`config.mk`:
```
export PLATFORM = sky130hd
export DESIGN_NAME = phy_event_status
export DESIGN_NICKNAME = d
export VERILOG_FILES = /design/src/hw/phy_evt_pkg.sv /design/src/hw/phy_evt_if.sv /design/src/hw/apb_port.sv /design/src/hw/phy_event_status.sv /design/src/hw/sat_counter.sv
export VERILOG_INCLUDE_DIRS = /design/src /design/src/hw
export SDC_FILE = /design/constraint.sdc
export NUM_CORES = 1
export LEC_CHECK = 0
export ABC_AREA = 1
export ABC_CLOCK_PERIOD_IN_PS = 2700
export BUFFER_PORTS_ARGS = -buffer_cell sky130_fd_sc_hd__buf_2
export CAP_MARGIN = 20
export CORE_MARGIN = 3
export CORE_UTILIZATION = 54
export CTS_CLUSTER_SIZE = 10
export DETAILED_ROUTE_END_ITERATION = 10
export PLACE_DENSITY = 0.86
export SYNTH_ARGS = -nofsm -noshare
export SYNTH_HDL_FRONTEND = slang
export SYNTH_SLANG_ARGS = --single-unit
```
`constraint.sdc`:
```
create_clock -name I_CLK_SYS -period 2.7 [get_ports I_CLK_SYS]
set_clock_uncertainty 0.1 [all_clocks]
set_input_delay 0.27 -clock I_CLK_SYS [delete_from_list [all_inputs] [get_ports I_CLK_SYS]]
set_output_delay 0.27 -clock I_CLK_SYS [all_outputs]
set_load 0.01 [all_outputs]
```
`src/hw/phy_evt_defs.svh`:
```
// Register indices, field positions, limits and reset values of the PHY event status block
// Included by the package and the design files; holds definitions only
`ifndef PHY_EVT_DEFS_SVH
`define PHY_EVT_DEFS_SVH

// Register indices; the APB byte address is four times the index
`define PE_IDX_CTL 8'h11
`define PE_IDX_ST1 8'h12
`define PE_IDX_ST2 8'h13
`define PE_IDX_FCC 8'h14
`define PE_IDX_REC 8'h15

// Control register fields
`define PE_CTL_W 3
`define PE_CTL_PIN_OUT 0
`define PE_CTL_GLOBAL_EN 1
`define PE_CTL_TEST 2

// Status one: half-full flags in bits 9:8, enables in bits 1:0
`define PE_ST1_LSB 8
`define PE_EN1_LSB 0

// Status two: flags in bits 15:8, enables in bits 7:0; event order inside a byte
`define PE_ST2_LSB 8
`define PE_EN2_LSB 0
`define PE_EV_EEE 7
`define PE_EV_AN_ERR 6
`define PE_EV_PAGE 5
`define PE_EV_LB_FIFO 4
`define PE_EV_MDIX 3
`define PE_EV_SLEEP 2
`define PE_EV_POL_WOL 1
`define PE_EV_JABBER 0

// Counters
`define PE_FC_MSB 7
`define PE_FC_MAX 16'h00ff
`define PE_RE_MAX 16'hffff
`define PE_HALF_FULL 16'h007f

// Reset values
`define PE_RST_CTL 3'h0
`define PE_RST_BITS2 2'h0
`define PE_RST_BITS8 8'h00
`define PE_RST_CNT 16'h0000

`endif

```
`src/hw/phy_evt_pkg.sv`:
```
// Types shared by the PHY event status block
// Assumes the constants header sits beside it
`include "phy_evt_defs.svh"

package phy_evt_pkg;
   typedef logic [11:0] apb_addr_t;
   typedef logic [31:0] apb_data_t;

   typedef struct packed {
      logic [`PE_CTL_W-1:0] ctl;
      logic [1:0] en1;
      logic [1:0] st1;
      logic [7:0] st2;
      logic [7:0] en2;
      logic irq;
      logic pin_o;
      logic pin_oe_b;
   } top_state_t;

   typedef struct packed {
      logic ready;
      logic err;
      apb_data_t rdata;
   } port_state_t;

   typedef struct packed {
      logic [15:0] count;
      logic half;
   } cnt_state_t;
endpackage

```
`src/hw/phy_evt_if.sv`:
```
// Carriers between the top module and its register port and counters
// Assumes one clock domain; no clocking blocks
`timescale 1ns/1ps
`default_nettype none

interface reg_acc_if;
   logic acc;
   logic wr;
   logic [7:0] idx;
   logic [15:0] wdata;
   logic [15:0] rdata;
   logic hit;
   modport port (output acc, wr, idx, wdata, input rdata, hit);
   modport regs (input acc, wr, idx, wdata, output rdata, hit);
endinterface

interface evt_cnt_if;
   logic inc;
   logic hold;
   logic clr;
   logic [15:0] count;
   logic half;
   modport cnt (input inc, hold, clr, output count, half);
   modport user (output inc, hold, clr, input count, half);
endinterface

`default_nettype wire

```
`src/hw/apb_port.sv`:
```
// APB slave front end: one wait state, registered answer, error on unmapped address
// Assumes the register side answers rdata and hit combinationally from idx
`timescale 1ns/1ps
`default_nettype none

module apb_port (
   // Clock and reset
   input wire logic i_clk,
   input wire logic i_rst_b,
   // APB slave
   input wire logic i_psel,
   input wire logic i_penable,
   input wire logic i_pwrite,
   input wire phy_evt_pkg::apb_addr_t i_paddr,
   input wire phy_evt_pkg::apb_data_t i_pwdata,
   output logic o_pready,
   output logic o_pslverr,
   output phy_evt_pkg::apb_data_t o_prdata,
   // Register side
   reg_acc_if.port r
);
   import phy_evt_pkg::*;

   port_state_t q;
   port_state_t d;
   logic aligned;
   logic access;

   // Word aligned and inside the index field
   assign aligned = (i_paddr[1:0] == 2'h0) && (i_paddr[11:10] == 2'h0);
   assign access = i_psel && i_penable && !q.ready;
   assign r.acc = access && aligned;
   assign r.wr = i_pwrite;
   assign r.idx = i_paddr[9:2];
   assign r.wdata = i_pwdata[15:0];

   always_comb begin
      d = q;
      d.ready = access;
      d.err = 1'b0;
      if (access) begin
         d.err = !(aligned && r.hit);
         if (!i_pwrite) begin
            d.rdata = (aligned && r.hit) ? {16'h0000, r.rdata} : 32'h0000_0000;
         end
      end
   end

   always_ff @(posedge i_clk) begin
      if (!i_rst_b) begin
         q <= '0;
      end else begin
         q <= d;
      end
   end

   assign o_pready = q.ready;
   assign o_pslverr = q.err;
   assign o_prdata = q.rdata;
endmodule

`default_nettype wire

```
`src/hw/phy_event_status.sv`:
```
// Event status two register, interrupt controls and the two error counters of a 10/100 PHY
// Assumes event inputs are one-cycle pulses synchronous to I_CLK_SYS and an APB master
// Behaviour
// [RQ1] Bit 15 latches energy efficient Ethernet error
// [RQ2] Bit 14 latches auto-negotiation error
// [RQ3] Bit 13 latches page received
// [RQ4] Bit 12 latches loopback FIFO over/underflow
// [RQ5] Bit 11 latches crossover status change
// [RQ6] Bit 10 latches sleep mode event
// [RQ7] Bit 9 latches polarity change or wake packet
// [RQ8] Bit 8 latches jabber detection
// [RQ9] Bits 7:0 enable status bits eight above
// [RQ10] False carrier count in 7:0, upper zero
// [RQ11] False carrier count stops at FFh
// [RQ12] False carrier count above 7Fh raises event
// [RQ13] Reading false carrier count clears it
// [RQ14] Receive error counts symbol errors under carrier
// [RQ15] Receive error count frozen in loopback
// [RQ16] Receive error count stops at FFFFh
// [RQ17] Receive error count above 7Fh raises event
// [RQ18] Reading receive error count clears it
// [RQ19] Half-full events latch status one, gated
// [RQ20] Global enable gates all event interrupts
// [RQ21] Pin driven low on interrupt when output
// [RQ22] Read clears flags unless event repeats
// [RQ23] Request is OR of flag AND enable
`timescale 1ns/1ps
`default_nettype none
`include "phy_evt_defs.svh"

module phy_event_status (
   // Clock and reset
   input wire logic I_CLK_SYS,
   input wire logic I_RST_B,
   // APB slave
   input wire logic I_PSEL,
   input wire logic I_PENABLE,
   input wire logic I_PWRITE,
   input wire phy_evt_pkg::apb_addr_t I_PADDR,
   input wire phy_evt_pkg::apb_data_t I_PWDATA,
   output logic O_PREADY,
   output logic O_PSLVERR,
   output phy_evt_pkg::apb_data_t O_PRDATA,
   // Event pulses from the detectors
   input wire logic I_EEE_ERR,
   input wire logic I_AN_ERR,
   input wire logic I_PAGE_RCVD,
   input wire logic I_LB_FIFO_ERR,
   input wire logic I_MDIX_CHG,
   input wire logic I_SLEEP_EVT,
   input wire logic I_POL_CHG,
   input wire logic I_WOL_PKT,
   input wire logic I_JABBER,
   // Receive path
   input wire logic I_FALSE_CARRIER,
   input wire logic I_RX_SYM_ERR,
   input wire logic I_RX_DV,
   input wire logic I_CARRIER_OK,
   input wire logic I_MII_LOOPBACK,
   // Interrupt request and shared interrupt or power-down pin
   output logic O_IRQ,
   output logic O_INT_PIN_O,
   output logic O_INT_PIN_OE_B
);
   import phy_evt_pkg::*;

   localparam top_state_t RST = '{
      ctl: `PE_RST_CTL,
      en1: `PE_RST_BITS2,
      st1: `PE_RST_BITS2,
      st2: `PE_RST_BITS8,
      en2: `PE_RST_BITS8,
      irq: 1'b0,
      pin_o: 1'b1,
      pin_oe_b: 1'b1
   };

   top_state_t q;
   top_state_t d;
   logic [7:0] ev2;
   logic [7:0] st1_n;
   logic rd;
   logic wr;

   reg_acc_if r ();
   evt_cnt_if fc ();
   evt_cnt_if re ();

   // Sticky flags: a set in the clearing cycle wins
   function automatic logic [7:0] latch_bits(input logic [7:0] old, input logic [7:0] set, input logic clr);
      latch_bits = set | (old & ~{8{clr}});
   endfunction

   function automatic logic sel(input logic [7:0] idx, input logic [7:0] want);
      sel = (idx == want);
   endfunction

   apb_port u_port (
      .i_clk(I_CLK_SYS),
      .i_rst_b(I_RST_B),
      .i_psel(I_PSEL),
      .i_penable(I_PENABLE),
      .i_pwrite(I_PWRITE),
      .i_paddr(I_PADDR),
      .i_pwdata(I_PWDATA),
      .o_pready(O_PREADY),
      .o_pslverr(O_PSLVERR),
      .o_prdata(O_PRDATA),
      .r(r.port)
   );

   sat_counter #(
      .MAX(`PE_FC_MAX)
   ) u_fc_cnt (
      .i_clk(I_CLK_SYS),
      .i_rst_b(I_RST_B),
      .c(fc.cnt)
   );

   sat_counter #(
      .MAX(`PE_RE_MAX)
   ) u_re_cnt (
      .i_clk(I_CLK_SYS),
      .i_rst_b(I_RST_B),
      .c(re.cnt)
   );

   // Event sources of status two
   assign ev2[`PE_EV_EEE] = I_EEE_ERR; // [RQ1]
   assign ev2[`PE_EV_AN_ERR] = I_AN_ERR; // [RQ2]
   assign ev2[`PE_EV_PAGE] = I_PAGE_RCVD; // [RQ3]
   assign ev2[`PE_EV_LB_FIFO] = I_LB_FIFO_ERR; // [RQ4]
   assign ev2[`PE_EV_MDIX] = I_MDIX_CHG; // [RQ5]
   assign ev2[`PE_EV_SLEEP] = I_SLEEP_EVT; // [RQ6]
   assign ev2[`PE_EV_POL_WOL] = I_POL_CHG || I_WOL_PKT; // [RQ7]
   assign ev2[`PE_EV_JABBER] = I_JABBER; // [RQ8]

   // Register access strobes
   assign r.hit = (r.idx >= `PE_IDX_CTL) && (r.idx <= `PE_IDX_REC);
   assign rd = r.acc && r.hit && !r.wr;
   assign wr = r.acc && r.hit && r.wr;

   // Counter drive
   assign fc.inc = I_FALSE_CARRIER;
   assign fc.hold = 1'b0;
   assign fc.clr = rd && sel(r.idx, `PE_IDX_FCC); // [RQ13]
   assign re.inc = I_RX_SYM_ERR && I_RX_DV && I_CARRIER_OK; // [RQ14]
   assign re.hold = I_MII_LOOPBACK; // [RQ15]
   assign re.clr = rd && sel(r.idx, `PE_IDX_REC); // [RQ18]

   // Read data
   always_comb begin
      case (r.idx)
         `PE_IDX_CTL: begin
            r.rdata = {13'h0000, q.ctl};
         end
         `PE_IDX_ST1: begin
            r.rdata = {6'h00, q.st1, 6'h00, q.en1};
         end
         `PE_IDX_ST2: begin
            r.rdata = {q.st2, q.en2};
         end
         `PE_IDX_FCC: begin
            r.rdata = {8'h00, fc.count[`PE_FC_MSB:0]}; // [RQ10]
         end
         `PE_IDX_REC: begin
            r.rdata = re.count;
         end
         default: begin
            r.rdata = 16'h0000;
         end
      endcase
   end

   // Next state
   always_comb begin
      d = q;
      st1_n = latch_bits({6'h00, q.st1}, {6'h00, fc.half, re.half}, rd && sel(r.idx, `PE_IDX_ST1)); // [RQ19]
      if (wr && sel(r.idx, `PE_IDX_CTL)) begin
         d.ctl = r.wdata[`PE_CTL_W-1:0];
      end
      if (wr && sel(r.idx, `PE_IDX_ST1)) begin
         d.en1 = r.wdata[`PE_EN1_LSB+1:`PE_EN1_LSB]; // [RQ19]
      end
      if (wr && sel(r.idx, `PE_IDX_ST2)) begin
         d.en2 = r.wdata[`PE_EN2_LSB+7:`PE_EN2_LSB]; // [RQ9]
      end
      // Flags ignore writes; a read clears them unless the event repeats
      d.st2 = latch_bits(q.st2, ev2, rd && sel(r.idx, `PE_IDX_ST2)); // [RQ22]
      d.st1 = st1_n[1:0];
      // Test bit forces a request regardless of flags
      d.irq = (d.ctl[`PE_CTL_GLOBAL_EN] && ((|(d.st2 & d.en2)) || (|(d.st1 & d.en1)))) // [RQ20] [RQ23]
         || d.ctl[`PE_CTL_TEST];
      d.pin_oe_b = !d.ctl[`PE_CTL_PIN_OUT];
      d.pin_o = !(d.irq && d.ctl[`PE_CTL_PIN_OUT]); // [RQ21]
   end

   always_ff @(posedge I_CLK_SYS) begin
      if (!I_RST_B) begin
         q <= RST;
      end else begin
         q <= d;
      end
   end

   assign O_IRQ = q.irq;
   assign O_INT_PIN_O = q.pin_o;
   assign O_INT_PIN_OE_B = q.pin_oe_b;
endmodule

`default_nettype wire

```
`src/hw/sat_counter.sv`:
```
// Saturating event counter with clear on read and a half-full crossing pulse
// Assumes clr is a one-cycle pulse taken at the edge that captures read data
`timescale 1ns/1ps
`default_nettype none
`include "phy_evt_defs.svh"

module sat_counter #(
   parameter logic [15:0] MAX = `PE_RE_MAX
) (
   // Clock and reset
   input wire logic i_clk,
   input wire logic i_rst_b,
   // Counter port
   evt_cnt_if.cnt c
);
   import phy_evt_pkg::*;

   cnt_state_t q;
   cnt_state_t d;
   logic step;

   assign step = c.inc && !c.hold; // [RQ15]

   always_comb begin
      d = q;
      if (c.clr) begin
         // An event in the read cycle counts into the fresh value
         d.count = step ? 16'h0001 : 16'h0000; // [RQ13] [RQ18]
      end else if (step && (q.count != MAX)) begin // [RQ11] [RQ16]
         d.count = q.count + 16'h0001;
      end
      d.half = (d.count > `PE_HALF_FULL) && (q.count <= `PE_HALF_FULL); // [RQ12] [RQ17]
   end

   always_ff @(posedge i_clk) begin
      if (!i_rst_b) begin
         q <= '0;
      end else begin
         q <= d;
      end
   end

   assign c.count = q.count;
   assign c.half = q.half;
endmodule

`default_nettype wire

```
; Word level (Yosys, flattened, before mapping)
; Index checks and enable logic that the tools add are counted.
[classes]
n_mux = 11
n_addsub = 2
magnitude_cmp = 6
bitwise_logic = 9
n_eq_ne = 7
reduce_logical = 40
[ops]
columns = operator, n
row1 = 16-bit two-way mux, 5
row2 = 16-bit one-hot mux with 5 select lines, 1
row3 = "8-bit by 5-bit == test with 1-bit output, second input constant", 5
row4 = "16-bit by 1-bit adder with 16-bit output, second input constant", 2
row5 = "16-bit by 7-bit greater-than comparator with 1-bit output, second input constant", 2
row6 = "16-bit by 7-bit less-or-equal comparator with 1-bit output, second input constant", 2
row7 = 1-bit logical AND, 25
row8 = 8-bit bitwise AND, 2
row9 = "16-bit inequality test, second input constant", 1
row10 = "16-bit by 8-bit inequality test with 1-bit output, second input constant", 1
row11 = "8-bit by 5-bit greater-or-equal comparator with 1-bit output, second input constant", 1
row12 = "8-bit by 5-bit less-or-equal comparator with 1-bit output, second input constant", 1
row13 = 8-bit two-way mux, 1
row14 = 8-bit inverter, 1
row15 = 8-bit OR, 1
row16 = 8-bit OR reduction, 1
row17 = 1-bit zero test, 6
row18 = 2-bit bitwise AND, 2
row19 = 2-bit zero test, 2
row20 = 2-bit AND reduction, 2
row21 = 1-bit logical OR, 3
row22 = 3-bit two-way mux, 1
row23 = 1-bit two-way mux, 2
row24 = 2-bit two-way mux, 1
row25 = 4 further kinds, 4
[word_totals]
out_inout_bits = 37
ff_bits = 94

; Longest topological paths before layout
; Gate-level depths: netlist of the first run.
[depth]
ltp_word = 16
mapped_depth = 16
depth_no_buf = 16

; Hierarchy
; From an unflattened synthesis of the first run, not the netlist that was laid out.
[hier_totals]
cells_unflattened = 727
area_unflattened_um2 = 4843.4
[modules_own_cells]
columns = module, seq_area_each_um2, cells_each, area_each_um2, n_inst
row1 = phy_event_status, 520.5, 239, 1566.5, 1
row2 = sat_counter at u_fc_cnt, 340.3, 181, 1142.3, 1
row3 = sat_counter at u_re_cnt, 340.3, 181, 1132.3, 1
row4 = apb_port, 360.3, 126, 1002.2, 1

; Worst setup path after synthesis of the first run
; Ideal clock, no wire load.
[synth_timing]
path_type = register to register
from = register u_fc_cnt.q (netlist bit u_fc_cnt.c.count[0])
to = register u_fc_cnt.q (netlist bit u_fc_cnt.c.half)
required_time_ps = 2488
path_stages_with_launch = 14
n_path_buf = 1
t_arrival_ps = 1747
setup_slack_ps = 742
setup_time_ps = 112
cell_sequence = dfxtp_1 -> ha_1 -> nand2_1 -> nor3_2 -> nand2_1 -> nand2_2 -> inv_2 -> buf_6 -> nand2_1 -> o21ai_1 -> o21ai_0 -> nand4_1 -> nor2_1 -> nor2_1
[synth_between]
elab_chain_cells = 6
elab_cells_between_ends = 8
cone_classes = 1 x add/sub / 2 x order compare / 1 x eq/ne / 2 x mux / 2 x reduce/logical
[synth_lines]
columns = element, line_no
row1 = start: declaration, sat_counter.sv:18  ; cnt_state_t q;
row2 = start signal: assignment, sat_counter.sv:37  ; q <= '0;
row3 = start signal: assignment, sat_counter.sv:39  ; q <= d;
row4 = branches (longest 5 deep; another with 16-bit by 1-bit adder with 16-bit output), -
row5 = 1-bit logical AND *, sat_counter.sv:32  ; d.half = (d.count > `PE_HALF_FULL) && (q.count <= `PE_HALF_FULL);
; Mark *: on every way between the ends.
; A chain may end at the register's enable or synchronous reset.

; Worst setup path after layout of the first run
; Same ends and word-level chain as after synthesis.

==> impl_metrics.yaml, run 1 <==
routing:
  ant_nets: 0
  wire_per_inst_um: 14.38
  dr.pass1.iters: 7
  drcViolationCount: 0
  first_iter_violations: 406
  vias: 4325
  vias_per_cell: 5.461
  drt-total-wl_um: 11390
synth:
  async_flop_share_pct: 0
  ys_types: 38
  synth_warnings: 0
  synth.area.top_cells: "dfxtp_1 37%, nand2_1 16%, nor2_1 6.9%"
  synthTopCellsByCount: "183 x nand2_1, 78 x dfxtp_1, 78 x nor2_1"
  netlist.area_leader.share_pct: 36.97
  synth_edf_count: 0
  netlist_instances: 625
  ys_ff_latch: 78
  synthFlopType: "dfxtp_1"
  seq_area_frac_synth_pct: 36.97
  syn_area_um2: 4224
  avgSynthCellArea_um2: 6.758
  yosysTopAreaCell: "dfxtp_1"
  synthMostInstantiatedCell: "nand2_1"
sta:
  fmax_ghz: 0.4350
  period_needed_ns: 2.299
  slew_headroom_pct: 62.47
  hold_viol_final: 0
  fin_setup_tns_ns: 0
  setup_viol: 0
  finalCritPeriodShare_pct: 85.14
  rsz0062_at_grt: "false"
  tightest_slew_ns: 0.5587
  drv_slew: 0
clock_tree:
  clk_latency_ns: 0.36
  htree_levels: 3
  cts_tree: "built"
  cts_made_buffers: 9
  cts.sinks: 78
  hold_buffers: 0
  cts_resized: 0
  postCtsSetupBuffers: 0
  cts_max_path_buffers: 2
  cts_root_buf: "clkbuf_8"
  path_clk_slew_ns: 0.09
critical_path:
  cp-start-kind: "flip-flop"
  worstSetupPathType: "flip-flop to flip-flop"
  cp.required_ns: 2.85
  critPathArrivalTime_ns: 2.45
  cp_max_fo: 20
  end_kind: "flip-flop"
grt:
  grt_usage_pct: 26.10
  grt_pass1_vias: 4099
  antenna_found_initial: 0
  grt_pass1_wl_um: 18270
  grt_max_degree: 30
  grt_overflow_total: 0
place:
  gp_congestion: 0.9627
  port_buffers: 59
  hpwl_um: 8773
  placed_cell_area_um2: 4562
pwr:
  power_density_nw_per_um2: 478.7
  peakVddDrop_v: 0.0003581
  leakage_uw: 0.002073
die:
  num_rows: 31
  die_area_um2: 8920
  die_x_um: 94.45
  start_util_pct: 57.02
  ioPinCount: 100
  die_y_um: 94.45
  fp.coreArea_um2: 7408
final_layout:
  post-route-cell-area_um2: 4777
  drive_gt1_share_pct: 15.15
  area_growth_pct: 13.09
  nets: 753
  diodes: 0
hold_path:
  hold_class: "input pin to flip-flop"
outcome:
  status: "completed"
run:
  drv_cap: 0
worst paths after layout:
path                                                     start                    endpoint  slack, ns  cells after the start
worst min register to register      u_fc_cnt.c.half$_SDFF_PN0_            q[20]$_SDFF_PN0_       0.36                      2
worst max register to register  u_fc_cnt.c.count[0]$_SDFF_PN0_  u_fc_cnt.c.half$_SDFF_PN0_       0.40                     12
worst min-delay path                               I_PAGE_RCVD            q[16]$_SDFF_PN0_       0.06                      3
worst max-delay path            u_fc_cnt.c.count[0]$_SDFF_PN0_  u_fc_cnt.c.half$_SDFF_PN0_       0.40                     12
through the flow:
stage | util [%] | power, uW | worst slack (ns) | instances | hold slack [ns]
2_1_floorplan | - | 1311 | 0.7419 | 640 | 0.2583
3_3_place_gp | 61.58 | 1346 | 0.4540 | 776 | 0.3474
5_1_grt | 64.48 | 2369 | 0.1750 | 792 | 0.07784
3_5_place_dp | 61.58 | 1352 | 0.4097 | 776 | 0.3549
4_1_cts | 64.48 | 2293 | 0.4028 | 792 | 0.05937
6_report | 64.48 | 2287 | 0.4013 | 792 | 0.06173
routing by layer:
metal	part of all wire, %	global-route usage [%]
met3	7.5	5.657
met5	0	0
met1	38	29.04
met2	49	46.99
met4	4.9	12.52
critical path, stage by stage, from the launching register on:
cell and delay [ns]:
dfxtp_1 0.45, ha_1 0.23, nand2_1 0.10, nor3_2 0.24, nand2_1 0.09, nand2_2 0.17
inv_2 0.17, nand2_1 0.10, o21ai_1 0.09, o21ai_0 0.16, nand4_1 0.12, nor2_1 0.14
nor2_1 0.05
layout by cell type, fill, tap and decap left out, drive strengths merged:
cell / n
nor2: 86
xor2: 27
o2111ai: 1
nand2: 189
clkinvlp: 2
o211ai: 3
o21ai: 26
conb: 16
o22ai: 1
nand4: 24
nor4: 2
buf: 65
inv: 64
a22oi: 1
o221ai: 3
nand3: 23
a211oi: 2
or2: 1
nor3b: 1
bufinv: 2
nor3: 19
a221oi: 1
a21oi: 39
ha: 2
mux2i: 1
dfxtp: 78
clkinv: 2
a311oi: 1
clkbuf: 11
state kept, by name (all words and copies together) (netlist names):
signal            count
u_re_cnt.c.count     16
O_INT_PIN_OE_B        1
u_re_cnt.c.half       1
q                    23
u_fc_cnt.c.count     16
u_port.o_prdata      16
u_port.o_pslverr      1
u_port.o_pready       1
u_fc_cnt.c.half       1
O_INT_PIN_O           1
O_IRQ                 1
cell families (layout without fill, tap and decap cells):
kind of cell / after synthesis / count (layout) / share of synthesized area [%]
AOI/OAI and AO/OA: 78 / 78 / 10.16
xor gates and xnor gates: 27 / 27 / 5.598
adders and majority gates: 2 / 2 / 0.5923
buffers and inverters: 93 / 146 / 10.10
DFF: 78 / 78 / 36.97
muxes: 1 / 1 / 0.2370
other: 1 / 16 / 0.08878
and+or+nand+nor: 345 / 345 / 36.26
cell type report:
| cell class | count | area (um^2) |
|---|---|---|
| clock buffers | 11 | 131.4 |
| multi-input cells | 469 | 2292 |
| clock inverters | 5 | 83.83 |
| well taps | 99 | 123.9 |
| repair buffers | 65 | 340.3 |
| inverters | 65 | 244.0 |
| fillers | 693 | 2631 |
| flip-flops and latches | 78 | 1562 |
power breakdown:
part,leakage (uW),internal (uW),switching [uW]
Sequential,0.000632,1170,11.8
Clock,0.0000998,523,436
Combinational,0.00134,47.9,103
No activity file was read; power rests on OpenSTA's default activity.
==> run 2, diff against run 1 <==
GPL_TIMING_DRIVEN = 0   (was not set)
==> impl_metrics.yaml, run 2 (synthesis results as in run 1) <==
final_layout:
  fin_cells: 814
  layout_commonest_cell: "nand2_1"
  drive_gt1_share_pct: 17.06
  top_register: "q"
  nets: 775
  diodes: 0
  layout_common_cells: "183 x nand2_1, 78 x dfxtp_1, 78 x nor2_1"
  largest_reg_flops: 23
  area_growth_pct: 16.17
  utilization_pct: 66.24
die:
  die_area_um2: 8920
  num_rows: 31
  start_util_pct: 57.02
  die_y_um: 94.45
  fp.coreArea_um2: 7408
  die_x_um: 94.45
  ioPinCount: 100
clock_tree:
  cts_max_path_buffers: 2
  cts_root_buf: "clkbuf_8"
  postCtsSetupBuffers: 0
  htree_levels: 3
  hold_buffers: 0
  cts_made_buffers: 9
  cts_resized: 0
  path_clk_slew_ns: 0.09
  cts.sinks: 78
  cts_tree: "built"
  clk_latency_ns: 0.36
routing:
  wire_per_inst_um: 14.52
  vias: 4369
  vias_per_cell: 5.367
  drcViolationCount: 0
  ant_nets: 0
  dr.pass1.iters: 6
  first_iter_violations: 298
  drt-total-wl_um: 11820
sta:
  rsz0062_at_grt: "false"
  period_needed_ns: 2.392
  hold_viol_final: 0
  finalCritPeriodShare_pct: 88.60
  tightest_slew_ns: 0.5893
  fin_ws_ns: 0.3079
  slew_headroom_pct: 60.71
  drv_slew: 0
  setup_viol: 0
  fin_setup_tns_ns: 0
  fmax_ghz: 0.4180
grt:
  grt_overflow_total: 0
  grt_pass1_vias: 4038
  grt_usage_pct: 26.96
  grt_pass1_wl_um: 18690
  grt_max_degree: 15
  antenna_found_initial: 0
critical_path:
  cp.required_ns: 2.85
  critPathArrivalTime_ns: 2.54
  startpoint: "u_fc_cnt.c.count[0]$_SDFF_PN0_"
  cp_max_fo: 10
  cp-start-kind: "flip-flop"
  r2r_cells: 13
  timing.rr.start: "u_fc_cnt.c.count[0]$_SDFF_PN0_"
  r2r_slack_ns: 0.31
  end_kind: "flip-flop"
  critPathCapture: "u_fc_cnt.c.half$_SDFF_PN0_"
  worstSetupPathType: "flip-flop to flip-flop"
  reg2reg_to: "u_fc_cnt.c.half$_SDFF_PN0_"
pwr:
  p_total_uw: 2276
  leakage_uw: 0.002158
  power_density_nw_per_um2: 463.9
  peakVddDrop_v: 0.0002505
outcome:
  status: "completed"
place:
  hpwl_um: 9213
  port_buffers: 59
  dp_slack_ns: 0.3547
  gp_congestion: 0.9915
  dp_cells: 798
hold_path:
  hold_class: "input pin to flip-flop"
run:
  drv_cap: 0
run 2: worst min path at each step:
stage	startpoint	cells past startpoint	end	slack [ns]
after global placement	u_fc_cnt.c.half$_SDFF_PN0_	2	q[20]$_SDFF_PN0_	0.35
after global routing	I_SLEEP_EVT	3	q[13]$_SDFF_PN0_	0.07
after floorplan	I_RST_B	1	O_INT_PIN_OE_B$_SDFF_PN1_	0.26
final	I_PAGE_RCVD	3	q[16]$_SDFF_PN0_	0.07
after CTS	I_SLEEP_EVT	3	q[13]$_SDFF_PN0_	0.07
after detailed placement	u_port.o_prdata[11]$_SDFFE_PN0P_	2	u_port.o_prdata[11]$_SDFFE_PN0P_	0.35
run 2: worst max-delay path, stage by stage, from the launching register on:
cell	delay (ns)
dfxtp_1	0.46
ha_1	0.25
nand2_1	0.12
nor3_2	0.25
nand2_1	0.09
nand2_2	0.17
inv_2	0.06
buf_6	0.14
nand2_1	0.06
o21ai_1	0.07
o21ai_0	0.19
nand4_1	0.13
nor2_1	0.15
nor2_1	0.05
run 2: area by class of cell:
class | instances | area, um^2
flip-flops and latches | 78 | 1562
well taps | 99 | 123.9
repair buffers | 59 | 295.3
clock inverters | 6 | 70.07
clock buffers | 10 | 137.6
plain buffers | 28 | 182.7
inverters | 65 | 244.0
multi-input cells | 469 | 2292
fillers | 690 | 2501
run 2: power breakdown:
| group | switching [uW] | internal, uW | total [uW] |
|---|---|---|---|
| logic | 110 | 65.2 | 175 |
| clock network | 467 | 457 | 924 |
| registers | 12.3 | 1170 | 1180 |
| total | 589 | 1690 | 2280 |
run 2: metrics by stage:
| step | hold slack (ns) | area, um^2 |
|---|---|---|
| final | 0.07106 | 4907 |
| after global placement | 0.3486 | 4700 |
| after global routing | 0.07097 | 4907 |
| after CTS | 0.07186 | 4907 |
| after floorplan | 0.2583 | 4280 |
| after detailed placement | 0.3531 | 4700 |
run 2: routing by layer:
layer | vias to the layer above | part of all wire (%) | track usage, %
li1 | 2168 | - | -
met1 | 1964 | 40 | 31.44
met2 | 200 | 50 | 47.28
met3 | 37 | 7.0 | 4.940
met4 | 0 | 3.1 | 13.36
met5 | - | 0 | 0
